$ cat src/verilog/timer3_defs.svh
// Register map, field positions, reset values and clock figures of the 8-bit capture counter
`ifndef TIMER3_DEFS_SVH
`define TIMER3_DEFS_SVH

// Register indices; the Wishbone byte address is four times the index
`define T3_IDX_FIRST_DATA   6'h18
`define T3_IDX_SECOND_DATA  6'h19
`define T3_IDX_CONTROL      6'h1a
`define T3_IDX_RECEIVE      6'h26
`define T3_IDX_PIN_MUX      6'h27
`define T3_IDX_CLOCK_OPT    6'h28

// counter3_control fields
`define T3_CTL_MODE         0
`define T3_CTL_CLK_LO       1
`define T3_CTL_CLK_HI       3
`define T3_CTL_RUN          4
`define T3_CTL_AUTO_CAPTURE_ENABLE         6

// remote_receive_control fields (write side of the shared index)
`define T3_RCC_NC_LO        0
`define T3_RCC_NC_HI        4
`define T3_RCC_SCK          5
`define T3_RCC_POL          6
`define T3_RCC_EN           7

// remote_receive_status fields (read side of the shared index)
`define T3_STS_NOISE        3
`define T3_STS_OVF          4
`define T3_STS_SCK          5
`define T3_STS_POL          6
`define T3_STS_LEVEL        7

// pin_multiplex_control and clock option fields
`define T3_PMX_ES           0
`define T3_OPT_DIV          0

// Reset values
`define T3_RST_DATA         8'hff
`define T3_RST_CONTROL      8'h00
`define T3_RST_RECEIVE      8'h1f
`define T3_RST_PIN_MUX      8'h00
`define T3_RST_CLOCK_OPT    8'h00

// Clock selection figures: internal source divides by 2^(base - code), one power of two more with the clock option set
`define T3_CLK_EXTERNAL     3'h7
`define T3_PRE_BASE         4'hd
`define T3_NOISE_BASE       4'h8
`define T3_PRE_WIDTH        15

`endif

$ cat src/verilog/timer3_pkg.sv
// Types shared by the capture counter design
package timer3_pkg;

  // Gray sequence along stop -> timer -> event -> capture
  typedef enum logic [1:0] {
    MODE_STOP    = 2'b00,
    MODE_TIMER   = 2'b01,
    MODE_EVENT   = 2'b11,
    MODE_CAPTURE = 2'b10
  } count_mode_t;

endpackage

$ cat src/verilog/noise_filter.sv
// Noise reject front end: a level change must persist for (N-1) reject ticks
`timescale 1ns/1ps
`default_nettype none

module noise_filter
#(
  parameter int W = 5
)
(
  input  wire logic         clk_i,     // System clock
  input  wire logic         rst_i,     // Synchronous reset, active high
  input  wire logic         enable_i,  // Filter active; bypass when low
  input  wire logic         tick_i,    // Reject source clock tick
  input  wire logic [W-1:0] reject_i,  // Noise reject count field
  input  wire logic         sample_i,  // Raw level after polarity select
  output logic              level_o,   // Filtered level
  output logic              noise_o    // Pulse: a change was rejected
);

  logic [W-1:0] run_q;
  logic [W-1:0] limit;

  // Field values below the valid minimum behave as the minimum
  assign limit = (reject_i < W'(2)) ? W'(1) : reject_i - W'(1);

  always_ff @(posedge clk_i)
  begin
    if (rst_i)
    begin
      run_q   <= '0;
      level_o <= 1'b0;
      noise_o <= 1'b0;
    end
    else if (!enable_i)
    begin
      run_q   <= '0;
      level_o <= sample_i;
      noise_o <= 1'b0;
    end
    else if (sample_i == level_o)
    begin
      noise_o <= (run_q != '0);
      run_q   <= '0;
    end
    else
    begin
      noise_o <= 1'b0;
      if (tick_i)
      begin
        if (run_q + W'(1) >= limit)
        begin
          level_o <= sample_i;
          run_q   <= '0;
        end
        else
        begin
          run_q <= run_q + W'(1);
        end
      end
    end
  end

endmodule
`default_nettype wire

$ cat src/verilog/timer3_capture_counter.sv
// 8-bit timer, event counter and capture unit with noise-filtered input and Wishbone registers
`timescale 1ns/1ps
`default_nettype none
`include "timer3_defs.svh"

// How it works
// - Code 111 counts pin, others internal clock
// - Run bit 0 stops and clears; 1 counts
// - Auto-capture works only outside capture mode
// - Low-power stop clears run bit automatically
// - Timer mode: match interrupts, clears, continues
// - Auto-capture copies counter into second register
// - Auto-capture unsynchronised; FF and 00 unreliable
// - Event mode counts pin edge chosen by polarity
// - Event match checked only on falling edge
// - Capture mode free-runs on internal clock
// - Polarity 0: fall->second, rise->first, clear, interrupt
// - Polarity 1: rise->second, fall->first, clear, interrupt
// - First-register edge first: only first capture
// - Second register reads last capture, FF after reset
// - Pin edges pass through noise reject circuit
// - Reject time is tick period times (N-1)
// - Mode bit: 0 timer/event, 1 capture
// - Receive circuit works only when enabled
module timer3_capture_counter
  import timer3_pkg::*;
#(
  parameter int AW = 8,
  parameter int NW = 5
)
(
  input  wire logic          clk_i,              // System clock, 20 MHz
  input  wire logic          rst_i,              // Synchronous reset, active high
  input  wire logic          wb_cyc_i,           // Wishbone cycle
  input  wire logic          wb_stb_i,           // Wishbone strobe
  input  wire logic          wb_we_i,            // Wishbone write enable
  input  wire logic [AW-1:0] wb_adr_i,           // Wishbone byte address
  input  wire logic [3:0]    wb_sel_i,           // Wishbone byte selects
  input  wire logic [31:0]   wb_dat_i,           // Wishbone write data
  output logic      [31:0]   wb_dat_o,           // Wishbone read data
  output logic               wb_ack_o,           // Wishbone acknowledge
  input  wire logic          counter_input_pin_i, // External pulse input
  input  wire logic          low_power_stop_i,   // High while entering low-power stop
  output logic               counter_interrupt_o // One-cycle counter interrupt pulse
);

  ////////////////////////////////////////////////////////////////////////////////
  // Register state

  logic [7:0]        control_q;
  logic [7:0]        receive_q;
  logic [7:0]        pin_mux_q;
  logic [7:0]        clock_opt_q;
  logic [7:0]        first_q;
  logic [7:0]        second_q;
  logic [7:0]        count_q;
  logic              noise_seen_q;
  count_mode_t       mode_q;
  count_mode_t       mode_d;
  logic [`T3_PRE_WIDTH-1:0] pre_q;
  logic              cnt_in_q;

  logic              run_bit;
  logic              auto_capture_enable_bit;
  logic              mode_bit;
  logic [2:0]        clk_sel;
  logic              div_opt;
  logic              es_bit;
  logic [3:0]        src_n;
  logic [3:0]        noise_n;
  logic              int_tick;
  logic              noise_tick;
  logic              raw_level;
  logic              filt_level;
  logic              noise_pulse;
  logic              cnt_in;
  logic              in_rise;
  logic              in_fall;
  logic              match_next;

  ////////////////////////////////////////////////////////////////////////////////
  // Bus decode

  logic              req;
  logic              wr_take;
  logic              rd_take;
  logic [5:0]        idx;
  logic              wr_lane;

  assign req     = wb_cyc_i & wb_stb_i;
  assign idx     = wb_adr_i[7:2];
  assign wr_lane = wb_sel_i[0];
  // Writes and read side effects land on the edge where the master sees ack
  assign wr_take = req & wb_ack_o & wb_we_i & wr_lane;
  assign rd_take = req & wb_ack_o & ~wb_we_i;

  function automatic logic wr_hit(input logic take, input logic [5:0] a,
                                  input logic [5:0] target);
    return take && (a == target);
  endfunction

  // Pulses once every 2^n clocks from the shared prescaler
  function automatic logic div_tick(input logic [`T3_PRE_WIDTH-1:0] pre,
                                    input logic [3:0] n);
    logic [`T3_PRE_WIDTH-1:0] mask;
    mask = ~({`T3_PRE_WIDTH{1'b1}} << n);
    return &(pre | ~mask);
  endfunction

  ////////////////////////////////////////////////////////////////////////////////
  // Field views

  assign run_bit  = control_q[`T3_CTL_RUN];
  assign auto_capture_enable_bit = control_q[`T3_CTL_AUTO_CAPTURE_ENABLE];
  assign mode_bit = control_q[`T3_CTL_MODE];
  assign clk_sel  = control_q[`T3_CTL_CLK_HI:`T3_CTL_CLK_LO];
  assign div_opt  = clock_opt_q[`T3_OPT_DIV];
  assign es_bit   = pin_mux_q[`T3_PMX_ES];

  ////////////////////////////////////////////////////////////////////////////////
  // Prescaler and source ticks

  always_ff @(posedge clk_i)
  begin
    if (rst_i)
      pre_q <= '0;
    else
      pre_q <= pre_q + `T3_PRE_WIDTH'(1);
  end

  assign src_n    = `T3_PRE_BASE - {1'b0, clk_sel} + {3'b000, div_opt};
  assign noise_n  = `T3_NOISE_BASE + {3'b000, div_opt};
  // Code 111 has no internal tick; its count comes from pin edges
  assign int_tick = (clk_sel != `T3_CLK_EXTERNAL) && div_tick(pre_q, src_n);
  // Borrowing the counter source leaves the filter without ticks if it is external
  assign noise_tick = receive_q[`T3_RCC_SCK] ? int_tick : div_tick(pre_q, noise_n);

  ////////////////////////////////////////////////////////////////////////////////
  // Input front end

  assign raw_level = counter_input_pin_i ^ receive_q[`T3_RCC_POL];

  noise_filter #(
    .W (NW)
  ) u_filter (
    .clk_i    (clk_i),
    .rst_i    (rst_i),
    .enable_i (receive_q[`T3_RCC_EN]),
    .tick_i   (noise_tick),
    .reject_i (receive_q[`T3_RCC_NC_HI:`T3_RCC_NC_LO]),
    .sample_i (raw_level),
    .level_o  (filt_level),
    .noise_o  (noise_pulse)
  );

  // Polarity select picks which physical edge counts as rising
  assign cnt_in  = filt_level ^ es_bit;
  assign in_rise = cnt_in & ~cnt_in_q;
  assign in_fall = ~cnt_in & cnt_in_q;

  always_ff @(posedge clk_i)
  begin
    if (rst_i)
      cnt_in_q <= 1'b0;
    else
      cnt_in_q <= cnt_in;
  end

  ////////////////////////////////////////////////////////////////////////////////
  // Control registers

  always_ff @(posedge clk_i)
  begin
    if (rst_i)
    begin
      control_q <= `T3_RST_CONTROL;
    end
    else
    begin
      if (wr_hit(wr_take, idx, `T3_IDX_CONTROL))
        control_q <= wb_dat_i[7:0];
      // Stop entry overrides a simultaneous start request
      if (low_power_stop_i)
        control_q[`T3_CTL_RUN] <= 1'b0;
    end
  end

  always_ff @(posedge clk_i)
  begin
    if (rst_i)
    begin
      receive_q   <= `T3_RST_RECEIVE;
      pin_mux_q   <= `T3_RST_PIN_MUX;
      clock_opt_q <= `T3_RST_CLOCK_OPT;
    end
    else
    begin
      if (wr_hit(wr_take, idx, `T3_IDX_RECEIVE))
        receive_q <= wb_dat_i[7:0];
      if (wr_hit(wr_take, idx, `T3_IDX_PIN_MUX))
        pin_mux_q <= {1'b0, wb_dat_i[6:0]};
      if (wr_hit(wr_take, idx, `T3_IDX_CLOCK_OPT))
        clock_opt_q <= {7'h00, wb_dat_i[`T3_OPT_DIV]};
    end
  end

  // Set wins over the clear-on-read
  always_ff @(posedge clk_i)
  begin
    if (rst_i)
      noise_seen_q <= 1'b0;
    else if (noise_pulse)
      noise_seen_q <= 1'b1;
    else if (rd_take && idx == `T3_IDX_RECEIVE)
      noise_seen_q <= 1'b0;
  end

  ////////////////////////////////////////////////////////////////////////////////
  // Mode state

  always_comb
  begin
    if (!run_bit)
      mode_d = MODE_STOP;
    else if (mode_bit)
      mode_d = MODE_CAPTURE;
    else if (clk_sel == `T3_CLK_EXTERNAL)
      mode_d = MODE_EVENT;
    else
      mode_d = MODE_TIMER;
  end

  always_ff @(posedge clk_i)
  begin
    if (rst_i)
      mode_q <= MODE_STOP;
    else
      mode_q <= mode_d;
  end

  ////////////////////////////////////////////////////////////////////////////////
  // Counter and interrupt

  assign match_next = (count_q + 8'h01) == first_q;

  always_ff @(posedge clk_i)
  begin
    if (rst_i)
    begin
      count_q             <= 8'h00;
      counter_interrupt_o <= 1'b0;
    end
    else
    begin
      counter_interrupt_o <= 1'b0;
      case (mode_q)
        MODE_STOP:
        begin
          count_q <= 8'h00;
        end
        MODE_TIMER:
        begin
          if (int_tick)
          begin
            if (match_next)
            begin
              count_q             <= 8'h00;
              counter_interrupt_o <= 1'b1;
            end
            else
            begin
              count_q <= count_q + 8'h01;
            end
          end
        end
        MODE_EVENT:
        begin
          if (in_rise)
            count_q <= count_q + 8'h01;
          else if (in_fall && count_q == first_q)
          begin
            count_q             <= 8'h00;
            counter_interrupt_o <= 1'b1;
          end
        end
        MODE_CAPTURE:
        begin
          if (in_rise)
          begin
            count_q             <= 8'h00;
            counter_interrupt_o <= 1'b1;
          end
          else if (int_tick)
          begin
            count_q <= count_q + 8'h01;
          end
        end
        default:
        begin
          count_q <= 8'h00;
        end
      endcase
    end
  end

  ////////////////////////////////////////////////////////////////////////////////
  // Data registers

  always_ff @(posedge clk_i)
  begin
    if (rst_i)
      first_q <= `T3_RST_DATA;
    else if (mode_q == MODE_CAPTURE && in_rise)
      first_q <= count_q;
    else if (wr_hit(wr_take, idx, `T3_IDX_FIRST_DATA))
      first_q <= wb_dat_i[7:0];
  end

  // A first-register edge never touches this register, so an opening such
  // edge leaves the previous capture (or the reset value) in place
  always_ff @(posedge clk_i)
  begin
    if (rst_i)
      second_q <= `T3_RST_DATA;
    else if (mode_q == MODE_CAPTURE && in_fall)
      second_q <= count_q;
    else if ((mode_q == MODE_TIMER || mode_q == MODE_EVENT) && auto_capture_enable_bit)
      // Free copy every clock; a read landing on a wrap may see FF or 00 stale
      second_q <= count_q;
  end

  ////////////////////////////////////////////////////////////////////////////////
  // Bus answer

  always_ff @(posedge clk_i)
  begin
    if (rst_i)
      wb_ack_o <= 1'b0;
    else
      wb_ack_o <= req & ~wb_ack_o;
  end

  always_ff @(posedge clk_i)
  begin
    if (rst_i)
    begin
      wb_dat_o <= 32'h0000_0000;
    end
    else if (req && !wb_ack_o)
    begin
      wb_dat_o <= 32'h0000_0000;
      // Control and multiplex registers are write-only and read as zero
      if (idx == `T3_IDX_FIRST_DATA)
        wb_dat_o[7:0] <= first_q;
      else if (idx == `T3_IDX_SECOND_DATA)
        wb_dat_o[7:0] <= second_q;
      else if (idx == `T3_IDX_RECEIVE)
      begin
        wb_dat_o[`T3_STS_LEVEL] <= filt_level;
        wb_dat_o[`T3_STS_POL]   <= receive_q[`T3_RCC_POL];
        wb_dat_o[`T3_STS_SCK]   <= receive_q[`T3_RCC_SCK];
        wb_dat_o[`T3_STS_OVF]   <= 1'b0;
        wb_dat_o[`T3_STS_NOISE] <= noise_seen_q;
      end
      else if (idx == `T3_IDX_CLOCK_OPT)
        wb_dat_o[7:0] <= clock_opt_q;
    end
  end

endmodule
`default_nettype wire

$ cat config.mk
export PLATFORM = sky130hd
export DESIGN_NAME = timer3_capture_counter
export DESIGN_NICKNAME = d
export VERILOG_FILES = /design/src/verilog/timer3_pkg.sv /design/src/verilog/noise_filter.sv /design/src/verilog/timer3_capture_counter.sv
export VERILOG_INCLUDE_DIRS = /design/src /design/src/verilog
export SDC_FILE = /design/constraint.sdc
export NUM_CORES = 1
export LEC_CHECK = 0
export ABC_AREA = 1
export BUFFER_PORTS_ARGS = -buffer_cell sky130_fd_sc_hd__buf_2
export CORE_MARGIN = 4
export CORE_UTILIZATION = 50
export DETAILED_ROUTE_END_ITERATION = 12
export HOLD_SLACK_MARGIN = 0.06
export PLACE_DENSITY = 0.77
export SYNTH_ARGS = -nofsm -noshare
export SYNTH_HDL_FRONTEND = slang
export SYNTH_SLANG_ARGS = --single-unit
$ cat constraint.sdc
create_clock -name clk_i -period 3.5 [get_ports clk_i]
set_input_delay 0.35 -clock clk_i [delete_from_list [all_inputs] [get_ports clk_i]]
set_output_delay 0.35 -clock clk_i [all_outputs]
set_load 0.005 [all_outputs]
==> out/results.ini <==
[floorplanning]
die_area_um2=10600
height_of_the_die_um=103
floorplan.die.width_um=103
placeable_area_um2=8760
effective_utilization_at_floorplan_pct=51.7
num_rows=34
ioPinCount=85

[timing]
hold_viol_final=0
pin_slew_with_the_least_headroom_to_its_limit_ps=802
grt_setup_unrepaired=no
max_freq_mhz=379
period_minus_slack_ps=2640
slew_viol_final=0
max-slew-margin-rel_pct=46.3
fin_worst_hold_slack_ps=176
setup-violations-final=0
layout_setup_ws_ps=861
fin_skew_ps=8.42
fin_crit_sh_pct=75.4
fin_setup_tns_ps=0

[synthesis]
synthFlopType=dfxtp_1
ys_top_cells_by_area=dfxtp_1 34%, nand2_1 11%, inv_1 8.4%
synth_enable_flop_cells=0
yosys-top-cells-count=130 x nand2_1, 101 x inv_1, 76 x dfxtp_1
synth_most_common_cell=nand2_1
ys_types=44
ys_async_sr_fraction_pct=0
synth_area_leader_cell=dfxtp_1
avgSynthCellArea_um2=6.75
post-synth-top-area-fraction_pct=33.6
synth-seq-area-share_pct=33.6
synth.cell_area_um2=4530
ys_seq_elements=76
number_of_warnings_issued_by_yosys=0
post_synth_inst_count=671

[job]
max_capacitance_violation_total=0

[cts]
cts_resized=0
cts.reportedPaths.clkPinSlew_ps=80
cts_setup_buffers=0
cts_tree=built
cts-hold-fix-buffers=0
ctsRootBufferMaster=clkbuf_8
cts-htree-levels=3
tritoncts_buffers=9
cts.sinks=76
clk_latency_ps=360
max-clock-path-buffers=2

[worst_setup_path]
rr_worst_depth=8
critPathLaunchType=register
crit_chain=xor2_1, nand2_1, inv_1, nand2_1, o21ai_2, o21ai_0, o22ai_1, nand2_1
most_frequent_cell_on_the_critical_path=nand2_1
worst_ep_arrival_time_ps=2890
crit_slowest_cell=dfxtp_1
setup.worst_path.class=reg -> reg
timing.critical_path.fanout_max=15
worstSetupEndpointType=register
crit_path_max_incr_delay_ps=380
reg2reg_to=first_q[2]
critPathRequiredTime_ps=3750
timing.rr.start=u_filter.level_o
reg2reg_setup_slack_ps=860

[global_routing]
grt_pass1_vias=4153
wire_length_of_the_first_global_routing_pass_mm=18.8
grt_usage_pct=22.2
grt_overflow=0
pin_count_of_the_biggest_net_entering_global_routing=29
grt_antenna_before_repair=0

[detailed_routing]
ant_nets=0
detail_route.wirelength_mm=11.0
detail_routed_net_length_per_standard_cell_um=13.6
firstDrtPassIters=4
route.detailed.vias_per_inst=5.33
route.vias.total=4332
drcViolationCount=0
drt_iter0_drc=203

[cells_and_area]
seq_area_um2=1520
area_occupied_by_multi_input_gates_um2=2450
num-nets-final=762
antennaDiodeCount=0
fillers=851
drive_gt1_share_pct=9.52
area_growth_pct=8.04

[pwr]
cellLeakagePower_uw=0.00226
ir_drop_v=0.000258
p_per_area_nw_per_um2=350

[placement]
buffer_ports.inserted=31
gpl.final_weighted_congestion=0.948
place.detailed.hpwl_mm=8.42
post-place-ws_ps=958

[hold_path]
hold_start=low_power_stop_i
worst_hold_path.num_cells=2
min_delay_worst_endpoint=control_q[4]
min-delay-path-class=in -> reg

[status]
status=completed

[critical path: cells and delay by family (launching register included)]
| family | cells | cell delay (ps) |
|---|---|---|
| compound gates | 3 | 750 |
| xor+xnor | 1 | 310 |
| buf+inv | 1 | 330 |
| flops | 1 | 380 |
| simple gates | 3 | 740 |
[metal layers]
metal / part of all wire [%] / wire, um / vias to the layer above / track usage, %
met5: 0 / 0 / - / 0
met3: 4.9 / 537 / 18 / 5.30
li1: - / - / 2196 / -
met1: 44 / 4840 / 1996 / 26.7
met2: 49 / 5460 / 122 / 38.7
met4: 1.9 / 215 / 0 / 7.17
[registers in the layout, indices dropped and copies added, names as in the netlist]
register and cells:
u_filter.run_q 5, receive_q 8, cnt_in_q 1, counter_interrupt_o 1
control_q 6, wb_dat_o 8, clock_opt_q 1, mode_q 2
wb_ack_o 1, pre_q 15, pin_mux_q 1, second_q 8
count_q 8, u_filter.level_o 1, first_q 8, u_filter.noise_o 1
noise_seen_q 1
[how the worst max path moves through the flow]
stage	cells after the start	to	start
2_1_floorplan	16	count_q[0]	control_q[1]
3_3_place_gp	8	first_q[2]	u_filter.level_o
3_5_place_dp	8	first_q[2]	u_filter.level_o
4_1_cts	8	first_q[2]	u_filter.level_o
5_1_grt	8	first_q[6]	u_filter.level_o
6_report	8	first_q[2]	u_filter.level_o
[area by class of cell]
cell class	instances	area share, %
timing repair buffer	34	3.63
multi-input combinational	474	50.1
sequential	76	31.1
tap	108	2.76
clock inverter	6	1.81
inverter	104	7.98
clock buffer	10	2.61
[cell usage in the layout, fill, tap and decap left out, types with 10 or more instances in the layout]
master	Yosys	routed
nand3_1	61	61
a21oi_1	42	42
o211ai_1	15	15
nor3_1	11	11
dfxtp_1	76	76
nand2_1	130	130
o22ai_1	10	10
xor2_1	10	10
o21ai_0	34	34
conb_1	1	24
buf_2	2	31
nor2_1	64	64
xnor2_1	11	11
inv_1	101	101
ha_1	12	12
[logic make-up (layout without fill, tap and decap cells)]
kind of cell | count (synthesis) | in the layout | share of synthesized area (%)
buffers and inverters | 144 | 154 | 14.2
AND/OR/NAND/NOR | 292 | 292 | 28.5
adder cells (fa/ha/maj) | 12 | 12 | 3.31
AO/OA/AOI/OAI | 125 | 125 | 16.3
other | 1 | 24 | 0.0828
flip-flops | 76 | 76 | 33.6
XOR/XNOR | 21 | 21 | 4.06
[report_power, final]
group	total, uW	internal (uW)	switching [uW]
Combinational	94.1	31.3	62.8
Clock	737	402	335
Sequential	880	874	6.43
[metrics by stage]
step	util, %	cells	instance area (um^2)	power, uW
floorplan	-	694	4620	974
global placement	53.4	796	4680	990
detailed placement	53.4	796	4680	993
CTS	55.9	812	4890	1720
global route	55.9	812	4890	1790
finish	55.9	812	4890	1710
(Power assumes the default switching activity.)
